[config.mk]
export PLATFORM = sky130hd
export DESIGN_NAME = stepper_driver_input_control_flat
export DESIGN_NICKNAME = d
export VERILOG_FILES = /design/src/design/stepper_pkg.sv /design/src/design/stepper_if.sv /design/src/design/stepper_driver_input_control.sv /design/src/flat_wrapper.sv
export SDC_FILE = /design/constraint.sdc
export NUM_CORES = 1
export LEC_CHECK = 0
export ABC_AREA = 1
export BUFFER_PORTS_ARGS = -buffer_cell sky130_fd_sc_hd__buf_2
export CAP_MARGIN = 10
export CORE_UTILIZATION = 45
export CTS_BUF_LIST = sky130_fd_sc_hd__clkbuf_4
export CTS_CLUSTER_DIAMETER = 30
export DETAILED_ROUTE_END_ITERATION = 8
export HOLD_SLACK_MARGIN = 0.08
export PLACE_DENSITY = 0.61
export SLEW_MARGIN = 10
export SYNTH_ARGS = -nofsm -noshare
export SYNTH_HDL_FRONTEND = slang
export SYNTH_SLANG_ARGS = --single-unit
[constraint.sdc]
create_clock -name CLK -period 6.1 [get_ports CLK]
set_input_delay 1.22 -clock CLK [delete_from_list [all_inputs] [get_ports CLK]]
set_output_delay 1.22 -clock CLK [all_outputs]
set_load 0.02 [all_outputs]
[src/design/stepper_pkg.sv]
// Purpose: Shared constants for the pulse-train stepper input link
// Assumes: One 200 MHz clock, active-low asynchronous reset
// Notes: Controller register map and device input slots
package stepper_pkg;
    // Device input slots, synchronised as one vector
    localparam int N_IN = 10;
    localparam int IX_CW = 0;
    localparam int IX_CCW = 1;
    localparam int IX_EXC = 2;
    localparam int IX_FREE = 3;
    localparam int IX_RSEL = 4;
    localparam int IX_RET = 5;
    localparam int IX_HOME = 6;
    localparam int IX_CLR = 7;
    localparam int IX_CCM = 8;
    localparam int IX_M0 = 9;
    // Resolutions in pulses per revolution
    localparam logic [13:0] PPR_LO_A = 14'd1000;
    localparam logic [13:0] PPR_HI_A = 14'd10000;
    localparam logic [13:0] PPR_LO_B = 14'd500;
    localparam logic [13:0] PPR_HI_B = 14'd5000;
    // Return-to-home step spacing, 10 us at 200 MHz
    localparam int CLK_MHZ = 200;
    localparam int RETURN_STEP_NS = 10000;
    localparam logic [15:0] RETURN_STEP_CYCLES = 16'(RETURN_STEP_NS * CLK_MHZ / 1000);
    localparam logic [31:0] POS_RESET = 32'h0000_0000;
    // Controller registers, byte addresses
    localparam logic [3:0] REG_CTRL = 4'h0;
    localparam logic [3:0] REG_STEP = 4'h4;
    localparam logic [3:0] REG_STATUS = 4'h8;
    localparam logic [3:0] REG_HALF = 4'hc;
    localparam int CTRL_DUAL = 0;
    localparam int CTRL_EXC = 1;
    localparam int CTRL_FREE = 2;
    localparam int CTRL_RSEL = 3;
    localparam int CTRL_RET = 4;
    localparam int CTRL_HOME = 5;
    localparam int CTRL_CLR = 6;
    localparam int CTRL_CCM = 7;
    localparam int CTRL_M0 = 8;
    localparam int STEP_DIR_BIT = 16;
    localparam logic [15:0] HALF_RESET = 16'h0064;
    localparam logic [1:0] RESP_OKAY = 2'h0;
    localparam logic [1:0] RESP_SLVERR = 2'h2;
endpackage : stepper_pkg

[src/design/stepper_if.sv]
// Purpose: Opto-isolated input lines between controller and driver
// Assumes: All lines are levels, high means current flows
// Notes: Alarm line is the only return signal
`timescale 1ns/1ps
`default_nettype none
interface stepper_if;
    logic step_clockwise;
    logic step_counterclockwise;
    logic excite;
    logic free_run;
    logic res_select;
    logic return_home;
    logic home_zero;
    logic deviation_clear;
    logic current_regulation_mode;
    logic push_level_bit0;
    logic fault_ok_out;
    modport dev (
        input step_clockwise, step_counterclockwise, excite, free_run, res_select,
        input return_home, home_zero, deviation_clear, current_regulation_mode,
        input push_level_bit0,
        output fault_ok_out
    );
    modport ctl (
        output step_clockwise, step_counterclockwise, excite, free_run, res_select,
        output return_home, home_zero, deviation_clear, current_regulation_mode,
        output push_level_bit0,
        input fault_ok_out
    );
endinterface : stepper_if
`default_nettype wire

[src/design/stepper_driver_input_control.sv]
// Purpose: Driver end: decodes steps, keeps command position, modes
// Assumes: Switches and settings are static user-side levels
// Notes: Operation
// Operation
// - Step with direction on: one clockwise step
// - Step with direction off: one counterclockwise step
// - Dual mode: each line rise steps its way
// - Both dual lines on: no step accepted
// - Controller keeps pulse lines off when idle
// - Active excitation energises windings, sense configurable
// - Free-run cuts current, releases brake
// - Hold by excitation, brake, or released
// - Select input picks one of two resolutions
// - Third switch on ignores select input
// - Select rise with warning enabled blocks return; auto-return at free-run end still starts
// - Push mode repurposes three inputs
// - Push-current select switches to push current
// - Three push bits pick push current
// - Return moves until position is zero
// - Power-up position is zero
// - Home-zero rise clears position
// - Deviation clear ignores steps while on
// - Deviation clear aborts return operations
// - Alarm drops fault line, falling reset clears
// - Current mode honoured unless second switch on
//
// Added by the designer: the AXI4-Lite slave port and the register addresses.
`timescale 1ns/1ps
`default_nettype none
module stepper_driver_input_control (
    input wire logic CLK,
    input wire logic RST_N,
    stepper_if.dev LINK,
    input wire logic PULSE_MODE_DUAL,
    input wire logic EXCITE_NC,
    input wire logic SWITCH2,
    input wire logic SWITCH3,
    input wire logic SWITCH4,
    input wire logic PUSH_MODE,
    input wire logic WARN_ENABLE,
    input wire logic BRAKE_FITTED,
    input wire logic AUTO_RETURN,
    input wire logic FAULT_EVENT,
    input wire logic FAULT_RESETTABLE,
    output logic STEP_EVENT,
    output logic STEP_CW,
    output logic signed [31:0] POSITION,
    output logic RETURN_BUSY,
    output logic WINDING_ON,
    output logic BRAKE_RELEASE,
    output logic HOLD_BY_EXCITE,
    output logic HOLD_BY_BRAKE,
    output logic [13:0] RESOLUTION_PPR,
    output logic PUSH_CURRENT_ON,
    output logic [2:0] PUSH_LEVEL,
    output logic CURRENT_MODE,
    output logic DATA_WARNING
);
    typedef struct packed {
        logic [stepper_pkg::N_IN-1:0] s1;
        logic [stepper_pkg::N_IN-1:0] s2;
        logic [stepper_pkg::N_IN-1:0] s3;
        logic signed [31:0] pos;
        logic ret_busy;
        logic [15:0] ret_div;
        logic warn;
        logic fault;
        logic fatal;
        logic step_ev;
        logic step_cw;
        logic winding;
        logic brake_rel;
        logic hold_ex;
        logic hold_br;
        logic [13:0] ppr;
        logic push_on;
        logic [2:0] push_lvl;
        logic cur_mode;
    } state_t;

    state_t q;
    state_t d;
    logic [stepper_pkg::N_IN-1:0] pins;
    logic [stepper_pkg::N_IN-1:0] rise;
    logic [stepper_pkg::N_IN-1:0] fall;
    logic [stepper_pkg::N_IN-1:0] lvl;
    logic ext_cw;
    logic ext_ccw;
    logic ret_cw;
    logic ret_ccw;
    logic ret_start;
    logic excite_act;

    always_comb begin
        pins = '0;
        pins[stepper_pkg::IX_CW] = LINK.step_clockwise;
        pins[stepper_pkg::IX_CCW] = LINK.step_counterclockwise;
        pins[stepper_pkg::IX_EXC] = LINK.excite;
        pins[stepper_pkg::IX_FREE] = LINK.free_run;
        pins[stepper_pkg::IX_RSEL] = LINK.res_select;
        pins[stepper_pkg::IX_RET] = LINK.return_home;
        pins[stepper_pkg::IX_HOME] = LINK.home_zero;
        pins[stepper_pkg::IX_CLR] = LINK.deviation_clear;
        pins[stepper_pkg::IX_CCM] = LINK.current_regulation_mode;
        pins[stepper_pkg::IX_M0] = LINK.push_level_bit0;
    end

    // Edges from second and third stage only; first stage feeds nothing else
    assign lvl = q.s2;
    assign rise = q.s2 & ~q.s3;
    assign fall = ~q.s2 & q.s3;

    always_comb begin
        d = q;
        d.s1 = pins;
        d.s2 = q.s1;
        d.s3 = q.s2;
        ext_cw = 1'b0;
        ext_ccw = 1'b0;
        ret_cw = 1'b0;
        ret_ccw = 1'b0;
        excite_act = lvl[stepper_pkg::IX_EXC] ^ EXCITE_NC;

        // Step decode; while the clear line is on pulses are dropped
        if (!lvl[stepper_pkg::IX_CLR] && !q.fault) begin
            if (PULSE_MODE_DUAL) begin
                // Both lines on means a wiring or timing fault, so no step
                ext_cw = rise[stepper_pkg::IX_CW] && !lvl[stepper_pkg::IX_CCW];
                ext_ccw = rise[stepper_pkg::IX_CCW] && !lvl[stepper_pkg::IX_CW];
            end else begin
                ext_cw = rise[stepper_pkg::IX_CW] && lvl[stepper_pkg::IX_CCW];
                ext_ccw = rise[stepper_pkg::IX_CW] && !lvl[stepper_pkg::IX_CCW];
            end
        end

        // Return to electrical home, also after free-run ends if enabled
        ret_start = !PUSH_MODE && !q.warn && rise[stepper_pkg::IX_RET];
        if (AUTO_RETURN && fall[stepper_pkg::IX_FREE]) begin
            ret_start = 1'b1;
        end
        if (q.ret_busy) begin
            if (q.pos == stepper_pkg::POS_RESET) begin
                d.ret_busy = 1'b0;
            end else if (q.ret_div == 16'h0000) begin
                d.ret_div = stepper_pkg::RETURN_STEP_CYCLES;
                ret_cw = q.pos < 0;
                ret_ccw = q.pos > 0;
            end else begin
                d.ret_div = q.ret_div - 16'h0001;
            end
        end else if (ret_start && !q.fault) begin
            d.ret_busy = 1'b1;
            d.ret_div = stepper_pkg::RETURN_STEP_CYCLES;
        end
        if (rise[stepper_pkg::IX_CLR] || q.fault) begin
            d.ret_busy = 1'b0;
        end

        // Command position; home-zero wins over a same-cycle step
        d.step_ev = ext_cw || ext_ccw || ret_cw || ret_ccw;
        if (d.step_ev) begin
            d.step_cw = ext_cw || ret_cw;
        end
        if (ext_cw || ret_cw) begin
            d.pos = q.pos + 32'sd1;
        end else if (ext_ccw || ret_ccw) begin
            d.pos = q.pos - 32'sd1;
        end
        if (!PUSH_MODE && rise[stepper_pkg::IX_HOME]) begin
            d.pos = stepper_pkg::POS_RESET;
            d.ret_busy = 1'b0;
        end

        // Abnormal-data warning; a new select rise beats the re-zero
        if (!PUSH_MODE && rise[stepper_pkg::IX_HOME]) begin
            d.warn = 1'b0;
        end
        if (WARN_ENABLE && !PUSH_MODE && rise[stepper_pkg::IX_RSEL]) begin
            d.warn = 1'b1;
        end

        // Faults; reset acts on the falling edge of the shared line
        if (fall[stepper_pkg::IX_CLR] && q.fault && !q.fatal) begin
            d.fault = 1'b0;
        end
        if (FAULT_EVENT) begin
            d.fault = 1'b1;
            d.fatal = q.fatal || !FAULT_RESETTABLE;
        end

        // Shaft holding; a fault cuts current and lets the brake hold
        d.winding = excite_act && !lvl[stepper_pkg::IX_FREE] && !d.fault;
        d.hold_ex = d.winding;
        d.hold_br = BRAKE_FITTED && !lvl[stepper_pkg::IX_FREE] && !d.winding;
        d.brake_rel = BRAKE_FITTED && !d.hold_br;

        // Resolution from switches and select input
        if (SWITCH3) begin
            d.ppr = SWITCH4 ? stepper_pkg::PPR_HI_B : stepper_pkg::PPR_HI_A;
        end else if (PUSH_MODE || !lvl[stepper_pkg::IX_RSEL]) begin
            d.ppr = SWITCH4 ? stepper_pkg::PPR_LO_B : stepper_pkg::PPR_LO_A;
        end else begin
            d.ppr = SWITCH4 ? stepper_pkg::PPR_HI_B : stepper_pkg::PPR_HI_A;
        end

        // Push-motion reuse of select, return and home-zero lines
        d.push_on = PUSH_MODE && lvl[stepper_pkg::IX_RSEL];
        if (PUSH_MODE) begin
            d.push_lvl = {lvl[stepper_pkg::IX_HOME], lvl[stepper_pkg::IX_RET],
                          lvl[stepper_pkg::IX_M0]};
        end else begin
            d.push_lvl = 3'h0;
        end
        d.cur_mode = lvl[stepper_pkg::IX_CCM] && !SWITCH2;
    end

    always_ff @(posedge CLK or negedge RST_N) begin
        if (!RST_N) begin
            q <= '0;
        end else begin
            q <= d;
        end
    end

    assign LINK.fault_ok_out = !q.fault;
    assign STEP_EVENT = q.step_ev;
    assign STEP_CW = q.step_cw;
    assign POSITION = q.pos;
    assign RETURN_BUSY = q.ret_busy;
    assign WINDING_ON = q.winding;
    assign BRAKE_RELEASE = q.brake_rel;
    assign HOLD_BY_EXCITE = q.hold_ex;
    assign HOLD_BY_BRAKE = q.hold_br;
    assign RESOLUTION_PPR = q.ppr;
    assign PUSH_CURRENT_ON = q.push_on;
    assign PUSH_LEVEL = q.push_lvl;
    assign CURRENT_MODE = q.cur_mode;
    assign DATA_WARNING = q.warn;
endmodule : stepper_driver_input_control
`default_nettype wire

[src/flat_wrapper.sv]
// flat-port wrapper written by rule: the top's interface ports become plain ports
module stepper_driver_input_control_flat 
  (CLK, RST_N, PULSE_MODE_DUAL, EXCITE_NC, SWITCH2, SWITCH3, SWITCH4, PUSH_MODE, WARN_ENABLE, BRAKE_FITTED, AUTO_RETURN, FAULT_EVENT, FAULT_RESETTABLE, STEP_EVENT, STEP_CW, POSITION, RETURN_BUSY, WINDING_ON, BRAKE_RELEASE, HOLD_BY_EXCITE, HOLD_BY_BRAKE, RESOLUTION_PPR, PUSH_CURRENT_ON, PUSH_LEVEL, CURRENT_MODE, DATA_WARNING, LINK_step_clockwise, LINK_step_counterclockwise, LINK_excite, LINK_free_run, LINK_res_select, LINK_return_home, LINK_home_zero, LINK_deviation_clear, LINK_current_regulation_mode, LINK_push_level_bit0, LINK_fault_ok_out);
  stepper_if LINK_i ();
  input wire logic CLK;
  input wire logic RST_N;
  input wire logic PULSE_MODE_DUAL;
  input wire logic EXCITE_NC;
  input wire logic SWITCH2;
  input wire logic SWITCH3;
  input wire logic SWITCH4;
  input wire logic PUSH_MODE;
  input wire logic WARN_ENABLE;
  input wire logic BRAKE_FITTED;
  input wire logic AUTO_RETURN;
  input wire logic FAULT_EVENT;
  input wire logic FAULT_RESETTABLE;
  output logic STEP_EVENT;
  output logic STEP_CW;
  output logic signed [31:0] POSITION;
  output logic RETURN_BUSY;
  output logic WINDING_ON;
  output logic BRAKE_RELEASE;
  output logic HOLD_BY_EXCITE;
  output logic HOLD_BY_BRAKE;
  output logic [13:0] RESOLUTION_PPR;
  output logic PUSH_CURRENT_ON;
  output logic [2:0] PUSH_LEVEL;
  output logic CURRENT_MODE;
  output logic DATA_WARNING;
  input wire logic [$bits(LINK_i.step_clockwise)-1:0] LINK_step_clockwise;
  input wire logic [$bits(LINK_i.step_counterclockwise)-1:0] LINK_step_counterclockwise;
  input wire logic [$bits(LINK_i.excite)-1:0] LINK_excite;
  input wire logic [$bits(LINK_i.free_run)-1:0] LINK_free_run;
  input wire logic [$bits(LINK_i.res_select)-1:0] LINK_res_select;
  input wire logic [$bits(LINK_i.return_home)-1:0] LINK_return_home;
  input wire logic [$bits(LINK_i.home_zero)-1:0] LINK_home_zero;
  input wire logic [$bits(LINK_i.deviation_clear)-1:0] LINK_deviation_clear;
  input wire logic [$bits(LINK_i.current_regulation_mode)-1:0] LINK_current_regulation_mode;
  input wire logic [$bits(LINK_i.push_level_bit0)-1:0] LINK_push_level_bit0;
  output wire logic [$bits(LINK_i.fault_ok_out)-1:0] LINK_fault_ok_out;
  assign LINK_i.step_clockwise = LINK_step_clockwise;
  assign LINK_i.step_counterclockwise = LINK_step_counterclockwise;
  assign LINK_i.excite = LINK_excite;
  assign LINK_i.free_run = LINK_free_run;
  assign LINK_i.res_select = LINK_res_select;
  assign LINK_i.return_home = LINK_return_home;
  assign LINK_i.home_zero = LINK_home_zero;
  assign LINK_i.deviation_clear = LINK_deviation_clear;
  assign LINK_i.current_regulation_mode = LINK_current_regulation_mode;
  assign LINK_i.push_level_bit0 = LINK_push_level_bit0;
  assign LINK_fault_ok_out = LINK_i.fault_ok_out;
  stepper_driver_input_control u_core (.CLK(CLK), .RST_N(RST_N), .LINK(LINK_i), .PULSE_MODE_DUAL(PULSE_MODE_DUAL), .EXCITE_NC(EXCITE_NC), .SWITCH2(SWITCH2), .SWITCH3(SWITCH3), .SWITCH4(SWITCH4), .PUSH_MODE(PUSH_MODE), .WARN_ENABLE(WARN_ENABLE), .BRAKE_FITTED(BRAKE_FITTED), .AUTO_RETURN(AUTO_RETURN), .FAULT_EVENT(FAULT_EVENT), .FAULT_RESETTABLE(FAULT_RESETTABLE), .STEP_EVENT(STEP_EVENT), .STEP_CW(STEP_CW), .POSITION(POSITION), .RETURN_BUSY(RETURN_BUSY), .WINDING_ON(WINDING_ON), .BRAKE_RELEASE(BRAKE_RELEASE), .HOLD_BY_EXCITE(HOLD_BY_EXCITE), .HOLD_BY_BRAKE(HOLD_BY_BRAKE), .RESOLUTION_PPR(RESOLUTION_PPR), .PUSH_CURRENT_ON(PUSH_CURRENT_ON), .PUSH_LEVEL(PUSH_LEVEL), .CURRENT_MODE(CURRENT_MODE), .DATA_WARNING(DATA_WARNING));
endmodule
==> results.md, run 1 <==
- Final setup margin: 2.475 ns
- Status: finished, final reports clean
- Routed len/inst: 13.36 µm
- Peak supply drop: 0.1129 mV
- WP data required: 6.51 ns
- Detailed Routing Iterations Pass 1: 4
- CP bufs+invs: 4
- EDFF count, synth: 0
- Fin crit share: 0.5942
- Slowest Stage Delay on Critical Path: 0.53 ns
- Layout Utilization: 0.4903
- Power per cell area: 160.8 nW/µm²
- CP arrival: 4.03 ns
- DRC: 0
- Post-route cell area: 6859 µm²
- Number of diodes: 0
- Ys async rst share: 1.000
- # IOs: 83
- Chip height: 122.4 µm
- Overall fraction of global-route tracks in use: 0.2129
- Pre-CTS setup slack: 1.991 ns
- Predominant post-synthesis flop cell: dfrtp_1
- DRT iter0 DRCs: 296
- Critical path's slowest cell: inv_1
- Rel. slew slack: 0.4242
- Area grow syn2layout: 5.221%
- Gp weighted congestion: 0.8879
- Post-CTS sizing: 0
- WS Path Type: in -> reg
- Worst hold slack: 0.3538 ns
- Syn avg cell area: 7.341 µm²
- Vias in the first global route: 5110
- RSZ-0062 raised after global routing: no
- Share of cells above drive strength 1: 0.1302
- Core area: 13990 µm²
- Sequential area share after synthesis: 0.3762
- CTS tree: done
- Antenna violations before repair: 0
- Finished Layout Cells: 1109
- Fin. Hold Viols: 0
- Setup TNS: 0 ns
- Endpoints failing setup: 0
- Layout Nets: 983
- Total die area: 14970 µm²
- Max Cap Viol: 0
- Routed wire length: 14820 µm
- Post-route minimum period: 3.625 ns
- Syn Std Cell Area: 6519 µm²
- Postcts setup bufs: 0
- Yosys warnings: 0
- Cell mode on critical path: nand2_1
- First-pass GRT wire length: 24630 µm
- Placement Cell Area: 6716 µm²
- Tightest Pin Transition: 0.8599 ns
- FP Rows: 43
- Crit-path cells: buf_2, xor2_1, nand2_1, nand2_1, inv_1, buf_4, ha_1, nand2_1, inv_1, a21oi_1, nand2_1, nand2_1, nand2_1, nand2_1, nand2_1, nand2_1, nand3_1, nand2_1
- Max-slew violations: 0
- Clk pin slew, worst setup/hold paths: 0.16 ns
- Via density: 4.798
- Gate Count Post-Synth: 888
- Dpl cells: 1093
- Routed Antenna Nets: 0
- Grt total ovfl: 0
- Initial core utilization: 0.4660
- Fmax: 275.9 MHz
- Family with the most delay on the worst path: simple AND/OR/NAND/NOR gates
- Startpoint types: input pin
- Port Buffers: 79
- Largest net degree at the start of global routing: 51
- Worst hold path type: reg -> reg
- Hpwl dp: 11380 µm
- Yosys cell types: 41
- Leading cell type in the layout, fill and taps excluded: nand2_1
- Clock net sink count: 98
- Max Root-Sink Buffers: 2
- Die W: 122.4 µm
- CTS H-Tree Depth: 3
- Clk_skew: 0.02817 ns
- TritonCTS Buffers: 9
- Latest clock arrival within the worst-skew pair: 0.49 ns
- Cts hold-fix bufs: 0
- Number of synthesized register bits: 98
- Crit path max fanout: 19
- Most frequent cells in the layout: nand2_1 (282), inv_1 (135), dfrtp_1 (98)
- Total number of vias: 5321
- Critical Path Sink Type: flip-flop
- Root Driver: clkbuf_4
- Leakage: 3.962 nW
- Total power: 1.103 mW
[cell type report]
class / instances / area, µm²
clock inverters: 7 / 75.07
clock buffers: 9 / 67.56
multi-input cells: 597 / 3112
fillers: 1436 / 7129
repair buffers: 81 / 412.9
well taps: 180 / 225.2
inverters: 137 / 514.2
flip-flops and latches: 98 / 2452
[synthesized netlist by cell type, types with 2 or more instances]
cell	count	area share
o22ai_1	5	0.0048
nor2_4	3	0.0052
o21bai_1	6	0.0069
o21ai_2	11	0.015
nor2_2	2	0.0019
a21oi_1	32	0.025
o21ai_1	13	0.010
inv_1	135	0.078
xor2_1	13	0.017
nand3b_1	11	0.013
nand4_1	6	0.0058
buf_4	51	0.059
nand2_1	282	0.16
inv_2	2	0.0012
nand3_1	35	0.027
conb_1	2	0.0012
nand2_4	2	0.0035
buf_6	5	0.0086
ha_1	35	0.067
dfrtp_1	98	0.38
xnor2_1	16	0.021
o211ai_1	4	0.0046
nor3_1	7	0.0054
nor2_1	77	0.044
o21ai_0	19	0.015
[power breakdown]
part           switching, mW  leakage, nW  internal [mW]  total, mW
clock network          0.243       0.0775          0.128      0.371
logic                 0.0426         2.70         0.0172     0.0598
registers            0.00590         1.18          0.666      0.672
total                  0.291         3.96          0.812       1.10
[registers in the layout (all words and copies together), names as in the netlist, 3 cells and up]
signal	flops
u_core.POSITION	32
u_core.q	25
u_core.RESOLUTION_PPR	9
u_core.d	10
u_core.lvl	10
u_core.PUSH_LEVEL	3
[logic make-up (layout without fill, tap and decap cells)]
family | count (synthesis) | in the layout | share of synthesized area
AOI/OAI and AO/OA | 92 | 92 | 0.08292
xor gates and xnor gates | 29 | 29 | 0.03896
adders and majority gates | 36 | 36 | 0.07025
buffers and inverters | 195 | 234 | 0.1476
DFF | 98 | 98 | 0.3762
other | 2 | 4 | 0.001152
and+or+nand+nor | 436 | 436 | 0.2829
[path summary, 6_finish.rpt]
check	end	from	slack [ns]	depth (start not counted)
hold reg to reg	u_core.lvl[5]$_DFF_PN0_	u_core.d[92]$_DFF_PN0_	0.35	0
setup / recovery	u_core.POSITION[27]$_DFFE_PN0P_	PULSE_MODE_DUAL	2.48	18
setup reg to reg	u_core.POSITION[27]$_DFFE_PN0P_	u_core.q[28]$_DFFE_PN0P_	2.57	20
hold / removal	u_core.lvl[5]$_DFF_PN0_	u_core.d[92]$_DFF_PN0_	0.35	0
min in group asynchronous	u_core.POSITION[12]$_DFFE_PN0P_	RST_N	0.74	1
max in group asynchronous	u_core.POSITION[24]$_DFFE_PN0P_	RST_N	4.25	2
[layer usage]
metal / share of wire / vias to the layer above / GRT usage
met1: 0.49 / 2402 / 0.2781
li1: - / 2792 / -
met3: 0.036 / 21 / 0.03764
met2: 0.46 / 106 / 0.3546
met5: 0 / - / 0
met4: 0.018 / 0 / 0.07088
No activity file was read; power rests on OpenSTA's default activity.
==> run 2, diff against run 1 <==
--- a/config.mk
+++ b/config.mk
@@ -5,7 +5,7 @@
 export SDC_FILE = /design/constraint.sdc
 export NUM_CORES = 1
 export LEC_CHECK = 0
-export ABC_AREA = 1
+export ABC_AREA = 0
 export BUFFER_PORTS_ARGS = -buffer_cell sky130_fd_sc_hd__buf_2
 export CAP_MARGIN = 10
 export CORE_UTILIZATION = 45
==> constraint.sdc (replaced) <==
create_clock -name CLK -period 3.7 [get_ports CLK]
set_input_delay 0.74 -clock CLK [delete_from_list [all_inputs] [get_ports CLK]]
set_output_delay 0.74 -clock CLK [all_outputs]
set_load 0.02 [all_outputs]
==> run 2 against run 1 <==
The run now ends with negative setup slack left; sequential power is 70% higher; cell count is 12% lower; routed wire length is 0.53% lower; total power is 77% higher; largest cell class unchanged; sequential cell count stayed put; count of clock-buffer cells in the layout stayed put; non-clock buffer count is 167 higher.
==> results.md, run 2 <==
- Status: finished, violations left
- Failing checks: negative setup slack
- Root Driver: clkbuf_4
- Yosys warnings: 0
- Clk pin slew, worst setup/hold paths: 0.17 ns
- Post-synth top area share: 0.4351
- WP data required: 4.10 ns
- Routed len/inst: 15.13 µm
- Logic pwr share: 0.099
- Routed Antenna Nets: 0
- FILL cells: 1060
- Gate Count Post-Synth: 605
- Latest clock arrival within the worst-skew pair: 0.49 ns
- Critical path's slowest cell: or4_4
- R2R depth: 20
- Syn Std Cell Area: 5637 µm²
- Max Cap Viol: 0
- Crit path depth: 20
- CP arrival: 5.01 ns
- Core area: 12110 µm²
- Setup TNS: -13.84 ns
- Max FFs per register: 32
- Routed wire length: 14740 µm
- Number of diodes: 0
- Fin. Hold Viols: 0
- Count leader, synth: dfrtp_1
- Detailed Routing Iterations Pass 1: 4
- Endpoints failing setup: 26
- Family with the most delay on the worst path: simple AND/OR/NAND/NOR gates
- Syn avg cell area: 9.317 µm²
- Via density: 5.188
- Most frequent cells in the layout: buf_4 (165), dfrtp_1 (98), buf_2 (78)
- EDFF count, synth: 0
- Fmax: 216.9 MHz
- Placement Cell Area: 6983 µm²
- Synth area leaders: dfrtp_1 (44%), ha_1 (7.8%), buf_4 (6.7%)
- Initial core utilization: 0.4654
- Seq pwr share: 0.582
- Cell taking the most area after synthesis: dfrtp_1
- Post-route minimum period: 4.611 ns
- Overall fraction of global-route tracks in use: 0.2372
- First-pass GRT wire length: 24190 µm
- Max-slew violations: 0
- WS Path Type: reg -> reg
- Fin crit share: 1.246
- Post-synth top cells: dfrtp_1 (98), nand2_1 (63), a21oi_1 (54), buf_4 (50), o21ai_0 (42)
- Crit path to: u_core.POSITION[30]$_DFFE_PN0P_
- Leading cell type in the layout, fill and taps excluded: buf_4
- Reg-to-reg slack, setup: -0.91 ns
- Largest net degree at the start of global routing: 52
- Crit path max fanout: 17
- Cts hold-fix bufs: 0
- Chip height: 113.9 µm
- Slowest Stage Delay on Critical Path: 0.45 ns
- Total number of vias: 5053
- Max Root-Sink Buffers: 2
- Clock Power Share: 0.319
- Clk_skew: 0.02678 ns
- FP Rows: 40
- Reg2reg start: u_core.q[33]$_DFFE_PN0P_
- Vias in the first global route: 5229
- CTS tree: done
- Leakage: 3.929 nW
- Worst hold path type: in -> async
- Clock net sink count: 98
- Area grow syn2layout: 33.87%
- Switching Fraction: 0.2765
- Worst hold slack: 0.2626 ns
- Share of cells above drive strength 1: 0.3921
- Yosys cell types: 58
- Tightest Pin Transition: 0.7697 ns
- Ys async rst share: 1.000
- DRT iter0 DRCs: 203
- Reg2reg end: u_core.POSITION[30]$_DFFE_PN0P_
- Startpoint types: flip-flop
- Rel. slew slack: 0.4846
- Number of synthesized register bits: 98
- Die W: 113.9 µm
- Predominant post-synthesis flop cell: dfrtp_1
- Switch Pwr: 0.5407 mW
- Layout Nets: 860
- Critical Path Sink Type: flip-flop
- Post-route cell area: 7546 µm²
- Total power: 1.956 mW
- CP startpoint: u_core.q[33]$_DFFE_PN0P_
- Port Buffers: 79
- CTS H-Tree Depth: 3
- CP bufs+invs: 4
- Cell mode on critical path: buf_4
- Crit-path cells: or3_1, or2_4, or4_4, nor4_4, and3_4, a21o_1, clkinvlp_4, buf_4, ha_1, buf_4, nand2_1, nor2_1, a211o_1, a21o_1, a221oi_2, o21a_1, buf_4, o21ai_0, mux2i_1, nand2_1
- RSZ-0062 raised after global routing: yes
- Power per cell area: 259.1 nW/µm²
- Antenna violations before repair: 0
- Total die area: 12980 µm²
- DRC: 0
- # IOs: 83
- TritonCTS Buffers: 9
- Gp weighted congestion: 0.8949
- Hpwl dp: 10510 µm
- Peak supply drop: 0.2646 mV
- Grt total ovfl: 0
- Final setup margin: -0.9113 ns
- Power Internal: 1.415 mW
- Sequential area share after synthesis: 0.4351
## run 2: repair_timing
item,in CTS,in global routing
endpoints found under the setup margin,25,37
resized for setup,30,40
pin swaps,10,10
cloned,0,1
setup buffers,23,8
## run 2: power by group through the flow
stage	Sequential (mW)	Clock, mW	Combinational, mW
finish	1.14	0.624	0.193
floorplan	1.16	0	0.0985
CTS	1.14	0.646	0.190
global placement	1.16	0	0.181
detailed placement	1.16	0	0.186
global route	1.14	0.680	0.216
## run 2: final cells by class
cell class / count / area, µm² / area share
inverters: 27 / 105.1 / 0.01393
flip-flops and latches: 98 / 2452 / 0.3250
multi-input cells: 417 / 2935 / 0.3890
clock inverters: 7 / 81.33 / 0.01078
repair buffers: 248 / 1694 / 0.2245
clock buffers: 9 / 67.56 / 0.008954
well taps: 168 / 210.2 / 0.02786
## run 2: cell families after synthesis
family,count (synthesis),synth area share
compound gates,154,0.1665
xor+xnor,34,0.05283
fa+ha+maj,36,0.08124
buf+inv,93,0.09722
flops,98,0.4351
mux,3,0.005549
other cells,2,0.001332
simple gates,185,0.1603
## run 2: worst min-delay path by stage
| stage | endpoint | depth (start not counted) | from | slack, ns |
|---|---|---|---|---|
| 2_1_floorplan | u_core.lvl[0]$_DFF_PN0_ | 0 | u_core.d[87]$_DFF_PN0_ | 0.33 |
| 3_3_place_gp | u_core.lvl[4]$_DFF_PN0_ | 0 | u_core.d[91]$_DFF_PN0_ | 0.33 |
| 3_5_place_dp | u_core.lvl[3]$_DFF_PN0_ | 0 | u_core.d[90]$_DFF_PN0_ | 0.34 |
| 4_1_cts | u_core.CURRENT_MODE$_DFF_PN0_ | 1 | RST_N | 0.26 |
| 5_1_grt | u_core.lvl[8]$_DFF_PN0_ | 1 | RST_N | 0.30 |
| 6_report | u_core.POSITION[23]$_DFFE_PN0P_ | 1 | RST_N | 0.26 |
## run 2: worst reg2reg max path: cells and delay by family (launching register included)
| family | cells | cell delay [ns] |
|---|---|---|
| fa+ha+maj | 1 | 0.36 |
| flops | 1 | 0.40 |
| compound gates | 6 | 1.30 |
| simple gates | 8 | 1.68 |
| mux | 1 | 0.16 |
| buf+inv | 4 | 0.66 |
## run 2: metal layers
| layer | global-route usage | part of all wire |
|---|---|---|
| met5 | 0.003922 | 0 |
| met4 | 0.1229 | 0.029 |
| met3 | 0.03826 | 0.039 |
| met2 | 0.4061 | 0.51 |
| met1 | 0.2881 | 0.43 |
## run 2: through the flow
step	std cells	util	setup WS (ns)
detailed placement	936	0.5766	-0.9853
finish	974	0.6230	-0.9113
global route	974	0.6230	-1.155
global placement	936	0.5766	-0.8193
floorplan	607	-	-1.225
CTS	975	0.6111	-0.8557
